<file path="src/design/reset_source_combiner_regs.svh">
// Notes on behaviour
// nine reset sources each feed the one master system reset.
// master system reset is the OR of all active source requests.
// every reset event sets its own cause flag in the status register.
// power-on clears all flags except brown-out and power-on, which are set.
// software may set or clear any flag at any time; value stored as written (code ORs in a cause rising that cycle; a power-on event overrides the write).
// software setting a flag never causes a system reset.
// registers with a reset state are forced to it while system reset is active (code does not reload the cause flags on MASTER_SYSTEM_RESET).
// software should clear flags after reading so next cause is clear.
// non power-on resets keep existing flags and only add their own.
`ifndef RESET_SOURCE_COMBINER_REGS_SVH
`define RESET_SOURCE_COMBINER_REGS_SVH

// ----------------------------------------
// cause flag positions
// ----------------------------------------
`define RSC_NUM_SRC 9
`define RSC_BIT_POR 0
`define RSC_BIT_BROWN 1
`define RSC_BIT_PIN 2
`define RSC_BIT_SWI 3
`define RSC_BIT_WDOG 4
`define RSC_BIT_CFGM 5
`define RSC_BIT_TRAP 6
`define RSC_BIT_IOP 7
`define RSC_BIT_WREG 8
`define RSC_FLAGS_RESET 9'h000
`define RSC_FLAGS_POR 9'h003

`endif

</file>
<file path="src/design/reset_source_combiner_pkg.sv">
`default_nettype none
package reset_source_combiner_pkg;
    typedef struct packed {
        logic uninit_wreg_reset;
        logic illegal_opcode_reset;
        logic trap_conflict_reset;
        logic config_mismatch_reset;
        logic watchdog_reset_source;
        logic software_instruction_reset;
        logic external_pin_reset;
        logic brown_out_reset_flag;
        logic power_on;
    } reset_src_t;

    typedef struct packed {
        logic en;
        logic [8:0] data;
    } flag_write_t;
endpackage
`default_nettype wire

</file>
<file path="src/design/rsc_sync2.sv">
`timescale 1ns/1ps
`default_nettype none
module rsc_sync2 #(
    parameter int WIDTH = 9
) (
    input wire logic CLK,
    input wire logic NRST,
    input wire logic [WIDTH-1:0] d,
    output logic [WIDTH-1:0] q
);
    logic [WIDTH-1:0] meta_q;

    // first stage feeds only the second
    always_ff @(posedge CLK or negedge NRST) begin
        if (!NRST) begin
            meta_q <= '0;
            q <= '0;
        end else begin
            meta_q <= d;
            q <= meta_q;
        end
    end
endmodule
`default_nettype wire

</file>
<file path="src/design/reset_source_combiner.sv">
`timescale 1ns/1ps
`default_nettype none
`include "reset_source_combiner_regs.svh"
module reset_source_combiner (
    input wire logic CLK,
    input wire logic NRST,
    input wire reset_source_combiner_pkg::reset_src_t RESET_REQ,
    input wire reset_source_combiner_pkg::flag_write_t FLAG_WR,
    output logic MASTER_SYSTEM_RESET,
    output logic [8:0] RESET_CONTROL_STATUS_REG
);
    // ----------------------------------------
    // source capture
    // ----------------------------------------
    // requests come from detectors on other domains, hence two stages
    reset_source_combiner_pkg::reset_src_t src_sync;
    logic [8:0] src_vec;
    logic [8:0] src_prev_q;
    logic [8:0] src_rise;
    logic any_src;
    logic por_event;

    rsc_sync2 #(
        .WIDTH(`RSC_NUM_SRC)
    ) u_sync (
        .CLK(CLK),
        .NRST(NRST),
        .d(RESET_REQ),
        .q(src_sync)
    );

    assign src_vec = src_sync;
    assign any_src = |src_vec;
    assign src_rise = src_vec & ~src_prev_q;
    assign por_event = src_rise[`RSC_BIT_POR];

    // ----------------------------------------
    // flags and reset output
    // ----------------------------------------
    logic [8:0] flags_q;
    logic [8:0] flags_d;
    logic [8:0] flags_sw;
    logic rst_q;

    // software write applies first, hardware events then win over a clear
    assign flags_sw = FLAG_WR.en ? FLAG_WR.data : flags_q;
    assign flags_d = por_event ? `RSC_FLAGS_POR
        : (flags_sw | src_rise);

    always_ff @(posedge CLK or negedge NRST) begin
        if (!NRST) begin
            flags_q <= `RSC_FLAGS_POR;
            src_prev_q <= '0;
            rst_q <= 1'b1;
        end else begin
            flags_q <= flags_d;
            src_prev_q <= src_vec;
            rst_q <= any_src;
        end
    end

    // reset held from NRST and registered combine; flags themselves never feed it
    assign MASTER_SYSTEM_RESET = rst_q;
    assign RESET_CONTROL_STATUS_REG = flags_q;
endmodule
`default_nettype wire

</file>
<file path="config.mk">
export PLATFORM = sky130hd
export DESIGN_NAME = reset_source_combiner
export DESIGN_NICKNAME = d
export VERILOG_FILES = /design/src/design/reset_source_combiner_pkg.sv /design/src/design/rsc_sync2.sv /design/src/design/reset_source_combiner.sv
export VERILOG_INCLUDE_DIRS = /design/src /design/src/design
export SDC_FILE = /design/constraint.sdc
export NUM_CORES = 1
export LEC_CHECK = 0
export BUFFER_PORTS_ARGS = -buffer_cell sky130_fd_sc_hd__buf_2
export CORE_MARGIN = 1.5
export CORE_UTILIZATION = 40
export DETAILED_ROUTE_END_ITERATION = 10
export GPL_TIMING_DRIVEN = 0
export PLACE_DENSITY = 0.68
export SLEW_MARGIN = 20
export SYNTH_ARGS = -nofsm -noshare
export SYNTH_HDL_FRONTEND = slang
export SYNTH_SLANG_ARGS = --single-unit
</file>
<file path="constraint.sdc">
create_clock -name CLK -period 0.85 [get_ports CLK]
set_input_delay 0.085 -clock CLK [delete_from_list [all_inputs] [get_ports CLK]]
set_output_delay 0.085 -clock CLK [all_outputs]
set_load 0.01 [all_outputs]
</file>
After elaboration in Yosys (flattened, before gate mapping)
Index checks and enable logic that the tools add are counted.
{ "word_totals": {"output_inout_bits": 10, "reg_bits": 37} }
{ "op_classes": {"n_bitwise": 3, "mux": 2, "reduce_logical": 1} }
{ "ops": {"columns": ["cell", "n"], "rows": [
  ["two-way mux 9 bit", 2],
  ["bitwise AND 9 bit", 1],
  ["inverter 9 bit", 1],
  ["OR 9 bit", 1],
  ["OR reduction 9 bit", 1]
]} }

Longest topological paths before layout
Gate-level depths: netlist (run 1).
{ "depth": {"ltp_word": 4, "ltp_mapped": 3, "ltp_nobuf": 2} }

Modules after synthesis
Synthesis (run 1) repeated with hierarchy kept, for this count alone.
{ "unflattened": {"cells_unflattened": 70, "hier_area_um2": 1158.6} }
{ "by_module_without_submodules": {"columns": ["mod", "seq_area_each_um2", "instances", "cells_per_inst", "area_per_inst_um2"], "rows": [
  ["reset_source_combiner", 479.2, 1, 52, 708.2],
  ["rsc_sync2", 450.4, 1, 18, 450.4]
]} }

Least setup slack after synthesis (run 1)
No wires, ideal clock.
{ "synth_timing": {"kind": "register to register", "from": "reg u_sync.q[4]", "to": "reg rst_q, in the netlist MASTER_SYSTEM_RESET", "path_slack_ns": 0.050, "synth_period_minus_slack_ns": 0.800, "stages_incl_launch_ff": 3, "setup_time_ns": 0.089, "arrival_time_ns": 0.710, "n_path_buf": 0, "path_cell_list": "dfrtp_1 -> nor4_1 -> nand3_1"} }
{ "synth_via": {"elab_chain_len": 1} }
{ "synth_rtl": {"columns": ["item", "line", "text"], "rows": [
  ["start, declared", "rsc_sync2.sv:9", "output logic [WIDTH-1:0] q"],
  ["start signal, assigned", "rsc_sync2.sv:20", "q <= meta_q;"],
  ["OR reduction 9 bit", "reset_source_combiner.sv:33", "assign any_src = |src_vec;"],
  ["via any_src", "reset_source_combiner.sv:20", "logic any_src;"],
  ["end signal, assigned", "reset_source_combiner.sv:58", "rst_q <= any_src;"],
  ["end, declared", "reset_source_combiner.sv:43", "logic rst_q;"]
]} }
The timed path passes the listed nets, and every way through them passes these cells.

Worst setup path after layout (run 1)
{ "layout_timing": {"from": "reg flags_q[1], in the netlist RESET_CONTROL_STATUS_REG[1]", "to": "out RESET_CONTROL_STATUS_REG[1]"} }
{ "layout_lines": {"columns": ["item", "line", "text"], "rows": [
  ["start, declared", "reset_source_combiner.sv:40", "logic [8:0] flags_q;"],
  ["start signal, assigned", "reset_source_combiner.sv:52", "flags_q <= `RSC_FLAGS_POR;"],
  ["start signal, assigned", "reset_source_combiner.sv:56", "flags_q <= flags_d;"],
  ["end, declared", "reset_source_combiner.sv:10", "output logic [8:0] RESET_CONTROL_STATUS_REG"]
]} }
No word-level cell between the ends.

==> results of run 1 <==
==> kinds of logic (layout without fill, tap and decap cells) <==
logic type	Yosys count	after routing	synth area share, %
compound gates	7	7	3.02
buf+inv	1	52	0.972
flops	37	37	80.2
mux	9	9	7.78
simple gates	16	16	7.99
==> how the worst min path moves through the flow <==
stage / end / slack (ns) / from
global placement: u_sync.meta_q[2]$_DFF_PN0_ / 0.19 / NRST
CTS: src_prev_q[5]$_DFF_PN0_ / -0.18 / NRST
floorplan: RESET_CONTROL_STATUS_REG[2]$_DFF_PN0_ / -0.21 / NRST
global route: u_sync.meta_q[4]$_DFF_PN0_ / -0.15 / NRST
detailed placement: u_sync.meta_q[5]$_DFF_PN0_ / 0.19 / RESET_REQ[5]
finish: u_sync.meta_q[4]$_DFF_PN0_ / -0.19 / NRST
==> layout by cell type, fill, tap and decap left out <==
cell	n
buf_4	4
buf_2	26
dlygate4sd3_1	11
dfstp_2	3
nand2b_1	9
nand2_1	1
dfrtp_1	34
nor4_2	1
nor3_1	1
clkbuf_4	5
nor2_1	1
buf_6	4
nand3_1	2
clkbuf_8	1
a21oi_2	7
mux2i_1	9
clkinvlp_4	1
and2b_4	1
==> registers in the layout, summed over array words and instances, names as in the netlist <==
register / cells
u_sync.q: 9
RESET_CONTROL_STATUS_REG: 9
u_sync.meta_q: 9
src_prev_q: 9
MASTER_SYSTEM_RESET: 1
==> routing by layer <==
| metal | vias up | GRT usage, % | wire [um] | share of wire [%] |
|---|---|---|---|---|
| met5 | - | 0 | 0 | 0 |
| met1 | 309 | 14.7 | 777 | 44 |
| li1 | 333 | - | - | - |
| met4 | 0 | 13.0 | 56 | 3.2 |
| met2 | 25 | 18.9 | 826 | 47 |
| met3 | 5 | 4.84 | 115 | 6.5 |
==> area by class of cell <==
type | instances | area (sq um)
well taps | 31 | 38.8
repair buffers | 44 | 304
multi-input cells | 32 | 253
plain buffers | 1 | 11.3
flip-flops and latches | 37 | 930
clock buffers | 6 | 51.3
clock inverters | 1 | 7.51
fillers | 207 | 1160
==> what timing repair did <==
action | 4_1_cts | 5_1_grt
pin swaps | 1 | 0
resized for setup | 13 | 0
hold endpoints to repair | 45 | 34
setup endpoints to repair | 18 | 18
buffers inserted | 3 | 1
==> power by group through the flow <==
stage          Clock (mW)  Combinational, mW  Sequential, mW
2_1_floorplan           0             0.0893            1.97
3_3_place_gp            0              0.240            1.95
3_5_place_dp            0              0.247            1.96
4_1_cts             0.958              0.333            1.92
5_1_grt              1.04              0.375            1.94
6_report            0.917              0.337            1.92
==> results_tabular.tex, run 1 <==
\begin{tabular}{lr}
\hline
Metric & Value \\
\hline
\multicolumn{2}{l}{\textbf{STA}} \\
\quad Final hold viol count & 34 \\
\quad RSZ-0062 raised after global routing & yes \\
\quad Final worst hold slack & -0.194 ns \\
\quad Final slew viol count & 0 \\
\quad Final Setup Violations & 17 \\
\quad Transition time of the tightest slew-check pin & 0.761 ns \\
\quad Shortest clock period the worst path allows after layout & $\sim$1.1 ns \\
\quad F\_max & 0.934 GHz \\
\quad Clock Skews & 0.00713 ns \\
\quad Accumulated negative setup slack & -1.39 ns \\
\quad Worst slew slack as a fraction of its limit & between 40\% and 50\% \\
\quad Final worst-path setup slack & -0.221 ns \\
\quad Part of the cycle the worst path needs & 126\% \\
\multicolumn{2}{l}{\textbf{Power and ir drop}} \\
\quad Cell internal pwr & 2.45 mW \\
\quad Combinational Power Share & a little over a tenth \\
\quad Clock share of power & 28.9\% \\
\quad Switching power share of the total & between 20\% and 30\% \\
\quad Reported leakage power & 0.751 nW \\
\quad Power density relative to cell area & 1990 mW/mm\^{}2 \\
\quad Power Total & $\sim$3.2 mW \\
\quad Max IR drop VDD & 1420 uV \\
\quad Net switching power & 730 uW \\
\quad Sequential cell fraction of total power & 60.5\% \\
\multicolumn{2}{l}{\textbf{Yosys}} \\
\quad Yosys warning count & 0 \\
\quad Most frequent cells after synthesis & dfrtp\_1, mux2i\_1, nand2b\_1, a21oi\_1, dfstp\_2 \\
\quad Async set-reset flop share out of synthesis & 100\% \\
\quad Top\_reg\_cell synth & dfrtp\_1 \\
\quad Most used standard cell by instance count after synthesis & dfrtp\_1 \\
\quad Post-synthesis net count & 91 \\
\quad Unique cell type count in the Yosys netlist & 12 \\
\quad Mean instance size in the synthesized netlist & 16.6 sq um \\
\quad Cell area after synthesis & 0.00116 sq mm \\
\quad Flops \& latches, synth & 37 \\
\quad Share of the synthesized area in the top cell type & 73.4\% \\
\quad Gate count after technology mapping & 70 \\
\quad Yosys top cell by area & dfrtp\_1 \\
\quad Area contributors post-synth & dfrtp\_1, mux2i\_1, dfstp\_2 \\
\quad Sequential share of the synthesized area & 80.2\% \\
\quad Number of enable-type register cells in the synthesized netlist & 0 \\
\multicolumn{2}{l}{\textbf{Clock network}} \\
\quad Post-CTS clock slew at the launch and capture registers of the worst setup and hold paths & around 0.10 ns \\
\quad Clk\_lat worst skew & 0.34 ns \\
\quad Maximum number of buffers from clock root to sink & 2 \\
\quad Clock Sink Count & 37 \\
\quad H-tree levels & 2 \\
\quad Cell at the root of the clock tree & clkbuf\_4 \\
\quad Total of hold buffers inserted after clock tree synthesis & 11 \\
\quad Total CTS buffers & 5 \\
\quad Clock tree from TritonCTS & yes \\
\multicolumn{2}{l}{\textbf{Die}} \\
\quad IO Count & 31 \\
\quad DIE HEIGHT & 56.8 um \\
\quad Width of the chip & 56.8 um \\
\quad Core area & around 0.0028 sq mm \\
\quad Starting density of the core & 42.0\% \\
\quad Die area & $\sim$0.0032 sq mm \\
\quad Number of placement rows & 19 \\
\multicolumn{2}{l}{\textbf{Drt}} \\
\quad Detail-routed via count per cell & approximately 4.4 \\
\quad Routed via count & 672 \\
\quad WL final & $\sim$1.8 mm \\
\quad DRT iter0 DRCs & 10 \\
\quad Drt pass-1 iters & 2 \\
\quad DRC violation count after routing & 0 \\
\quad Post-DR wirelength/cell & 11.7 um \\
\quad Antenna-violating nets left & 0 \\
\multicolumn{2}{l}{\textbf{Hold path}} \\
\quad Min-Delay Path Class & input pin to asynchronous set/reset pin \\
\multicolumn{2}{l}{\textbf{Critical path}} \\
\quad Startpoint of the worst setup timing path & RESET\_CONTROL\_STATUS\_REG[1]\$\_DFF\_PN1\_ \\
\quad Register-to-register setup slack & -0.02 ns \\
\quad Startpoint types & flip-flop \\
\quad Logic depth of the worst path, buffers included & 1 \\
\quad Largest stage delay on the critical path & 0.55 ns \\
\quad Crit path max-delay family & flip-flops \\
\quad Crit Path Class & flip-flop to output port \\
\quad Cell with the biggest individual delay on the critical path & dfstp\_2 \\
\quad List of cells traversed by the critical path & buf\_6 \\
\quad CP Capture Type & output port \\
\quad Reg2reg start & src\_prev\_q[0]\$\_DFF\_PN0\_ \\
\quad WP buf/inv & 1 \\
\quad Termination of the worst setup path & RESET\_CONTROL\_STATUS\_REG[1] \\
\quad WP data required & 0.76 ns \\
\quad Capturing point of the worst reg2reg path & RESET\_CONTROL\_STATUS\_REG[3]\$\_DFF\_PN0\_ \\
\quad Biggest fanout along the worst timing path & 2 \\
\quad Arrival time of the worst setup path & between 0.9 and 1 ns \\
\quad Depth of the worst register-to-register path & 2 \\
\multicolumn{2}{l}{\textbf{Finish}} \\
\quad Post-route cell area & approximately 0.0016 sq mm \\
\quad Final standard cell utilization of the core & 57.8\% \\
\quad Area growth from synthesis to final layout & 37.7\% \\
\quad Fin nets & 142 \\
\quad Layout cells sized above 1 & between 40\% and 50\% \\
\quad Ant. Diodes & 0 \\
\quad Fin cells & 152 \\
\multicolumn{2}{l}{\textbf{Placement}} \\
\quad Weighted congestion reported at the end of routability-driven placement & between 0.7 and 0.8 \\
\quad Cell area after placement & 0.00134 sq mm \\
\quad Number of cells after detailed placement & 130 \\
\quad Number of buffer cells added on primary ports & 29 \\
\quad Dpl ws & -0.0566 ns \\
\multicolumn{2}{l}{\textbf{GRT}} \\
\quad Largest net degree at the start of global routing & 38 \\
\quad Overall fraction of global-route tracks in use & 13.2\% \\
\quad Number of antenna violations at the first check in global routing & 0 \\
\quad Wire length of the first global-routing pass & 2.99 mm \\
\quad Via count of the first global-routing pass & 725 \\
\quad Gr ovfl total & 0 \\
\multicolumn{2}{l}{\textbf{Status}} \\
\quad Result of the run & complete, but fails checks \\
\quad Failing checks & hold timing, setup timing \\
\multicolumn{2}{l}{\textbf{Run}} \\
\quad Max-cap violations & 0 \\
\hline
\end{tabular}
(Power assumes the default switching activity.)
==> run 2, diff against run 1 <==
--- a/config.mk
+++ b/config.mk
@@ -6,12 +6,13 @@
 export SDC_FILE = /design/constraint.sdc
 export NUM_CORES = 1
 export LEC_CHECK = 0
+export ABC_AREA = 1
 export BUFFER_PORTS_ARGS = -buffer_cell sky130_fd_sc_hd__buf_2
 export CORE_MARGIN = 1.5
 export CORE_UTILIZATION = 40
 export DETAILED_ROUTE_END_ITERATION = 10
 export GPL_TIMING_DRIVEN = 0
-export PLACE_DENSITY = 0.68
+export PLACE_DENSITY = 0.67
 export SLEW_MARGIN = 20
 export SYNTH_ARGS = -nofsm -noshare
 export SYNTH_HDL_FRONTEND = slang
==> run 2 against run 1 <==
Against the previous run: the flow finishes with violations (DRC, hold timing, setup timing); combinational power is 18% higher; sequential share of layout area decreased by 5.1 points; critical path depth unchanged; global-route usage is 0.65 points higher; clock-buffer cell count is 1 lower; final cell count increased by 28%; cell area rose by 9.7%; maximum frequency is 0.69% lower; synthesized cell count up 53%; synthesized area is 5.2% higher; clock skew up 0.0033 ns; first-iteration DRC count rose by 90%; largest cell class unchanged; largest power group unchanged.
==> results_tabular.tex, run 2 <==
\begin{tabular}{lr}
\hline
Metric & Value \\
\hline
\multicolumn{2}{l}{\textbf{Status}} \\
\quad Result of the run & complete, but fails checks \\
\quad Failing checks & DRC, hold timing, setup timing \\
\multicolumn{2}{l}{\textbf{Finish}} \\
\quad Post-route cell area & roughly 0.0018 sq mm \\
\quad Ant. Diodes & 0 \\
\quad Layout cells sized above 1 & 37.4\% \\
\quad Fin nets & 183 \\
\quad Leading cell type in the layout, fill and taps excluded & dfrtp\_1 \\
\quad Leading cell types in the layout, fill and taps excluded & dfrtp\_1, nand2\_1, buf\_2 \\
\quad Area growth from synthesis to final layout & 43.6\% \\
\quad Final standard cell utilization of the core & 61.9\% \\
\multicolumn{2}{l}{\textbf{STA}} \\
\quad Accumulated negative setup slack & -1.42 ns \\
\quad Transition time of the tightest slew-check pin & just under 0.8 ns \\
\quad RSZ-0062 raised after global routing & yes \\
\quad Final slew viol count & 0 \\
\quad Final worst-path setup slack & -0.228 ns \\
\quad Shortest clock period the worst path allows after layout & 1.08 ns \\
\quad Final worst hold slack & -0.186 ns \\
\quad Part of the cycle the worst path needs & 127\% \\
\quad Worst slew slack as a fraction of its limit & slightly below 50\% \\
\quad Final Setup Violations & 11 \\
\quad Final hold viol count & 34 \\
\quad Clock Skews & 0.0104 ns \\
\quad F\_max & 0.928 GHz \\
\multicolumn{2}{l}{\textbf{Critical path}} \\
\quad Startpoint types & flip-flop \\
\quad Crit Path Class & flip-flop to output port \\
\quad Arrival time of the worst setup path & 0.99 ns \\
\quad CP Capture Type & output port \\
\quad Crit path max-delay family & flip-flops \\
\quad WP buf/inv & 1 \\
\quad Largest stage delay on the critical path & 0.56 ns \\
\quad Biggest fanout along the worst timing path & 2 \\
\quad WP data required & 0.76 ns \\
\quad List of cells traversed by the critical path & buf\_6 \\
\quad Cell with the biggest individual delay on the critical path & dfstp\_2 \\
\multicolumn{2}{l}{\textbf{Yosys}} \\
\quad Yosys top cell by area & dfrtp\_1 \\
\quad Async set-reset flop share out of synthesis & 100\% \\
\quad Top\_reg\_cell synth & dfrtp\_1 \\
\quad Cell area after synthesis & 0.00122 sq mm \\
\quad Sequential share of the synthesized area & 76.3\% \\
\quad Number of enable-type register cells in the synthesized netlist & 0 \\
\quad Mean instance size in the synthesized netlist & 11.4 sq um \\
\quad Gate count after technology mapping & 107 \\
\quad Unique cell type count in the Yosys netlist & 13 \\
\quad Area contributors post-synth & dfrtp\_1, nand2\_1, dfstp\_2 \\
\quad Yosys warning count & 0 \\
\quad Most frequent cells after synthesis & dfrtp\_1, nand2\_1, inv\_1, nand3\_1 \\
\quad Flops \& latches, synth & 37 \\
\quad Share of the synthesized area in the top cell type & 69.8\% \\
\quad Post-synthesis net count & $\sim$130 \\
\multicolumn{2}{l}{\textbf{Clock network}} \\
\quad Clock tree from TritonCTS & yes \\
\quad Clk\_lat worst skew & 0.33 ns \\
\quad Clock Sink Count & 37 \\
\quad Maximum number of buffers from clock root to sink & 2 \\
\quad Cell at the root of the clock tree & clkbuf\_4 \\
\quad H-tree levels & 2 \\
\quad Total of hold buffers inserted after clock tree synthesis & 11 \\
\quad Total CTS buffers & 5 \\
\quad Post-CTS clock slew at the launch and capture registers of the worst setup and hold paths & 0.12 ns \\
\multicolumn{2}{l}{\textbf{Die}} \\
\quad Starting density of the core & $\sim$43\% \\
\quad IO Count & 31 \\
\quad Core area & around 0.0028 sq mm \\
\quad Width of the chip & about 58 um \\
\quad Die area & 0.00339 sq mm \\
\quad DIE HEIGHT & 58.2 um \\
\quad Number of placement rows & 19 \\
\multicolumn{2}{l}{\textbf{Drt}} \\
\quad Routed via count & about 840 \\
\quad DRT iter0 DRCs & 19 \\
\quad DRC violation count after routing & 2 \\
\quad Post-DR wirelength/cell & 10.4 um \\
\quad Antenna-violating nets left & 0 \\
\quad Detail-routed via count per cell & between 4 and 5 \\
\quad WL final & 2.03 mm \\
\quad Drt pass-1 iters & 7 \\
\multicolumn{2}{l}{\textbf{Run}} \\
\quad Max-cap violations & 0 \\
\multicolumn{2}{l}{\textbf{Placement}} \\
\quad Number of buffer cells added on primary ports & 29 \\
\quad Weighted congestion reported at the end of routability-driven placement & 0.766 \\
\quad Cell area after placement & 0.00141 sq mm \\
\quad Detailed Place HPWL & 1.31 mm \\
\quad Dpl ws & -0.0317 ns \\
\multicolumn{2}{l}{\textbf{Power and ir drop}} \\
\quad Sequential cell fraction of total power & 50.3\% \\
\quad Cell internal pwr & between 3 and 4 mW \\
\quad Net switching power & between 800 and 900 uW \\
\quad Reported leakage power & 0.947 nW \\
\quad Clock share of power & 39.3\% \\
\quad Power density relative to cell area & about 2200 mW/mm\^{}2 \\
\quad Combinational Power Share & 10.3\% \\
\quad Switching power share of the total & 21.4\% \\
\quad Max IR drop VDD & 1460 uV \\
\multicolumn{2}{l}{\textbf{GRT}} \\
\quad Wire length of the first global-routing pass & 3.34 mm \\
\quad Via count of the first global-routing pass & about 860 \\
\quad Number of antenna violations at the first check in global routing & 0 \\
\quad Overall fraction of global-route tracks in use & 13.8\% \\
\quad Gr ovfl total & 0 \\
\quad Largest net degree at the start of global routing & 38 \\
\multicolumn{2}{l}{\textbf{Hold path}} \\
\quad Min-Delay Path Class & input pin to asynchronous set/reset pin \\
\hline
\end{tabular}
## run 2: changes by cell type after synthesis, moves of 2 or more
cell / delta
nand2_1: +33
nor2_1: +2
mux2i_1: -9
nand3_1: +6
a21oi_1: -6
inv_1: +18
nand2b_1: -9
## run 2: per-stage QoR
stage / power, mW / hold WS (ns) / cells
global route: 4.00 / -0.141 / 194
finish: 3.83 / -0.186 / 194
global placement: 2.22 / 0.193 / 167
floorplan: 2.08 / -0.211 / 107
detailed placement: 2.23 / 0.194 / 167
CTS: 3.83 / -0.173 / 191
## run 2: cells by family (layout without fill, tap and decap cells)
logic type	count (synthesis)	count (layout)	synth area share [%]
AOI/OAI and AO/OA	2	2	0.821
buffers and inverters	20	75	6.78
DFF	37	37	76.3
and+or+nand+nor	48	49	16.1
## run 2: power groups by stage
stage | clock, mW | combinational (mW) | sequential (mW)
final | 1.51 | 0.396 | 1.93
after global routing | 1.62 | 0.441 | 1.94
after CTS | 1.55 | 0.360 | 1.93
after detailed placement | 0 | 0.273 | 1.96
after global placement | 0 | 0.266 | 1.95
after floorplan | 0 | 0.109 | 1.97
## run 2: routing by layer
| layer | vias to the layer above | track usage [%] | part of all wire, % |
|---|---|---|---|
| met5 | - | 0 | 0 |
| met4 | 0 | 8.64 | 1.3 |
| met3 | 5 | 4.91 | 4.9 |
| met2 | 22 | 24.5 | 53 |
| li1 | 425 | - | - |
| met1 | 389 | 13.6 | 41 |
## run 2: path summary, 6_finish.rpt
path,startpoint,end,slack (ns),depth (start not counted)
max,RESET_CONTROL_STATUS_REG[0]$_DFF_PN1_,RESET_CONTROL_STATUS_REG[0],-0.23,1
min,NRST,u_sync.q[8]$_DFF_PN0_,-0.19,1
max reg2reg,u_sync.q[0]$_DFF_PN0_,MASTER_SYSTEM_RESET$_DFF_PN1_,-0.03,3
min reg2reg,u_sync.meta_q[8]$_DFF_PN0_,u_sync.q[8]$_DFF_PN0_,0.36,0
max in group asynchronous,NRST,u_sync.q[0]$_DFF_PN0_,0.51,1
min in group CLK,FLAG_WR[1],RESET_CONTROL_STATUS_REG[1]$_DFF_PN1_,0.02,5
## run 2: final cells by class
class                      instances  area, sq um
sequential                        37          931
clock buffer                       5         37.5
tap                               31         38.8
fill                             233         1080
buffer                             1         11.3
clock inverter                     3         68.8
timing repair buffer              47          338
inverter                          19         71.3
multi-input combinational         51          254
## run 2: timing repair
action | in CTS | in global routing
pin swaps | 1 | 9
resized for setup | 5 | 14
setup endpoints to repair | 12 | 16
setup buffers | 5 | 2
gates cloned | 0 | 1
endpoints found under the hold margin | 44 | 34
==> run 3, diff against run 2 <==
--- a/config.mk
+++ b/config.mk
@@ -8,11 +8,12 @@
 export LEC_CHECK = 0
 export ABC_AREA = 1
 export BUFFER_PORTS_ARGS = -buffer_cell sky130_fd_sc_hd__buf_2
+export CAP_MARGIN = 15
 export CORE_MARGIN = 1.5
-export CORE_UTILIZATION = 40
+export CORE_UTILIZATION = 45
 export DETAILED_ROUTE_END_ITERATION = 10
 export GPL_TIMING_DRIVEN = 0
-export PLACE_DENSITY = 0.67
+export PLACE_DENSITY = 0.74
 export SLEW_MARGIN = 20
 export SYNTH_ARGS = -nofsm -noshare
 export SYNTH_HDL_FRONTEND = slang
==> run 3 against run 2 <==
Against the previous run: the run ends with hold timing, setup timing left; global-route usage grew 2.2 points; register-to-register slack is essentially flat; combinational power shrank 2%; cell area shrank 2.9%; first-iteration DRC count shrank 26%; final cell count shrank 2.6%; die area shrank 11%.
==> results_tabular.tex, run 3 (same netlist as run 2, synthesis figures left out) <==
\begin{tabular}{lr}
\hline
Metric & Value \\
\hline
\multicolumn{2}{l}{\textbf{Finish}} \\
\quad Total area of sequential cells & $\sim$930 sq um \\
\quad Layout cells sized above 1 & 39.0\% \\
\quad Leading cell types in the layout, fill and taps excluded & dfrtp\_1, nand2\_1, buf\_2 \\
\quad Multi-input gate area & 264 sq um \\
\quad Fill count & 193 \\
\quad Area growth from synthesis to final layout & 39.4\% \\
\quad Leading cell type in the layout, fill and taps excluded & dfrtp\_1 \\
\quad Final standard cell utilization of the core & 67.4\% \\
\quad Fin nets & around 180 \\
\quad Ant. Diodes & 0 \\
\multicolumn{2}{l}{\textbf{Clock network}} \\
\quad Total of hold buffers inserted after clock tree synthesis & 10 \\
\quad Cell at the root of the clock tree & clkbuf\_4 \\
\quad Post-CTS clock slew at the launch and capture registers of the worst setup and hold paths & 0.11 ns \\
\quad H-tree levels & 2 \\
\quad Clock tree from TritonCTS & yes \\
\quad Clk\_lat worst skew & 0.33 ns \\
\quad Clock Sink Count & 37 \\
\quad Total CTS buffers & 5 \\
\quad Maximum number of buffers from clock root to sink & 2 \\
\multicolumn{2}{l}{\textbf{Die}} \\
\quad Starting density of the core & between 40\% and 50\% \\
\quad DIE HEIGHT & 55.0 um \\
\quad Number of placement rows & 18 \\
\quad Die area & 0.00303 sq mm \\
\quad IO Count & 31 \\
\quad Core area & 0.00252 sq mm \\
\quad Width of the chip & 55.0 um \\
\multicolumn{2}{l}{\textbf{GRT}} \\
\quad Via count of the first global-routing pass & 746 \\
\quad Largest net degree at the start of global routing & 38 \\
\quad Number of antenna violations at the first check in global routing & 0 \\
\quad Overall fraction of global-route tracks in use & 16.1\% \\
\quad Gr ovfl total & 0 \\
\quad Wire length of the first global-routing pass & $\sim$3.2 mm \\
\multicolumn{2}{l}{\textbf{STA}} \\
\quad Final hold viol count & 34 \\
\quad Final worst-path setup slack & -0.217 ns \\
\quad F\_max & 0.937 GHz \\
\quad Final worst hold slack & -0.177 ns \\
\quad Transition time of the tightest slew-check pin & 0.781 ns \\
\quad Clock Skews & 0.00951 ns \\
\quad Final slew viol count & 0 \\
\quad Shortest clock period the worst path allows after layout & 1.07 ns \\
\quad Final Setup Violations & 11 \\
\quad Worst slew slack as a fraction of its limit & 48.0\% \\
\quad Part of the cycle the worst path needs & 126\% \\
\quad RSZ-0062 raised after global routing & yes \\
\multicolumn{2}{l}{\textbf{Critical path}} \\
\quad Crit Path Class & flip-flop to output port \\
\quad WP buf/inv & 1 \\
\quad Startpoint types & flip-flop \\
\quad Capturing point of the worst reg2reg path & MASTER\_SYSTEM\_RESET\$\_DFF\_PN1\_ \\
\quad Crit path max-delay family & flip-flops \\
\quad List of cells traversed by the critical path & buf\_6 \\
\quad Reg2reg start & u\_sync.q[0]\$\_DFF\_PN0\_ \\
\quad Largest stage delay on the critical path & 0.55 ns \\
\quad Arrival time of the worst setup path & 0.98 ns \\
\quad CP Capture Type & output port \\
\quad WP data required & between 0.7 and 0.8 ns \\
\quad Cell with the biggest individual delay on the critical path & dfstp\_2 \\
\quad Depth of the worst register-to-register path & 3 \\
\quad Register-to-register setup slack & -0.04 ns \\
\quad Biggest fanout along the worst timing path & 2 \\
\multicolumn{2}{l}{\textbf{Drt}} \\
\quad DRC violation count after routing & 0 \\
\quad Drt pass-1 iters & 4 \\
\quad WL final & 2.07 mm \\
\quad Antenna-violating nets left & 0 \\
\quad Post-DR wirelength/cell & 11.0 um \\
\quad Detail-routed via count per cell & 4.41 \\
\quad Routed via count & 834 \\
\quad DRT iter0 DRCs & 14 \\
\multicolumn{2}{l}{\textbf{Hold path}} \\
\quad Min-Delay Path Class & input pin to asynchronous set/reset pin \\
\multicolumn{2}{l}{\textbf{Placement}} \\
\quad Detailed Place HPWL & about 1.3 mm \\
\quad Number of buffer cells added on primary ports & 29 \\
\quad Weighted congestion reported at the end of routability-driven placement & roughly 0.73 \\
\multicolumn{2}{l}{\textbf{Run}} \\
\quad Max-cap violations & 0 \\
\multicolumn{2}{l}{\textbf{Power and ir drop}} \\
\quad Power Total & 3.33 mW \\
\quad Reported leakage power & 0.914 nW \\
\quad Power density relative to cell area & 1960 mW/mm\^{}2 \\
\quad Max IR drop VDD & 1340 uV \\
\multicolumn{2}{l}{\textbf{Status}} \\
\quad Failing checks & hold timing, setup timing \\
\quad Result of the run & complete, but fails checks \\
\hline
\end{tabular}
## run 3: changes by cell type in the layout (fill, tap and decap cells not counted), moves of 2 or more
cell	before	now
clkbuf_8	0	2
nand3_1	6	4
nand2_2	2	5
nand3_2	2	4
buf_4	4	2
bufinv_16	2	0
nand2_4	3	1
buf_2	26	24
## run 3: worst max path at each step
| stage | slack, ns | to | start | depth (start not counted) |
|---|---|---|---|---|
| 2_1_floorplan | 0.04 | MASTER_SYSTEM_RESET$_DFF_PN1_ | u_sync.q[0]$_DFF_PN0_ | 3 |
| 3_3_place_gp | -0.01 | MASTER_SYSTEM_RESET$_DFF_PN1_ | u_sync.q[0]$_DFF_PN0_ | 3 |
| 3_5_place_dp | -0.04 | MASTER_SYSTEM_RESET$_DFF_PN1_ | u_sync.q[0]$_DFF_PN0_ | 3 |
| 4_1_cts | -0.23 | RESET_CONTROL_STATUS_REG[1] | RESET_CONTROL_STATUS_REG[1]$_DFF_PN1_ | 1 |
| 5_1_grt | -0.27 | RESET_CONTROL_STATUS_REG[1] | RESET_CONTROL_STATUS_REG[1]$_DFF_PN1_ | 1 |
| 6_report | -0.22 | RESET_CONTROL_STATUS_REG[1] | RESET_CONTROL_STATUS_REG[1]$_DFF_PN1_ | 1 |
## run 3: area by class of cell
cell class,count,area share (%)
well taps,30,2.21
multi-input cells,51,15.5
clock buffers,7,3.83
repair buffers,43,18.5
plain buffers,1,0.663
flip-flops and latches,37,54.8
inverters,19,4.20
clock inverters,1,0.295
## run 3: repair_timing
| action | in CTS | in global routing |
|---|---|---|
| endpoints found under the hold margin | 44 | 34 |
| resized for setup | 5 | 18 |
| gates cloned | 0 | 1 |
| pin swaps | 2 | 6 |
| setup buffers | 2 | 2 |
| setup endpoints to repair | 12 | 16 |
## run 3: power by group
part	switching, mW	internal (mW)	total, mW
sequential	0.0589	1.87	1.93
clock	0.530	0.479	1.01
combinational	0.185	0.204	0.389
total	0.774	2.56	3.33
## run 3: metal layers
| metal | vias to the layer above | share of wire (%) | track usage [%] | wire (um) |
|---|---|---|---|---|
| li1 | 420 | - | - | - |
| met1 | 377 | 43 | 17.5 | 893 |
| met2 | 30 | 48 | 26.2 | 1010 |
| met3 | 7 | 5.8 | 6.45 | 121 |
| met4 | 0 | 2.6 | 9.76 | 53 |
| met5 | - | 0 | 0 | 0 |
## run 3: per-stage QoR
step	setup TNS (ns)	cell area [sq um]	setup WS, ns	cells
after floorplan	0	1220	0.0370	107
after global placement	-0.0128	1400	-0.0128	166
after detailed placement	-0.0511	1400	-0.0361	166
after CTS	-1.43	1620	-0.232	186
after global routing	-1.91	1700	-0.267	189
final	-1.37	1700	-0.217	189
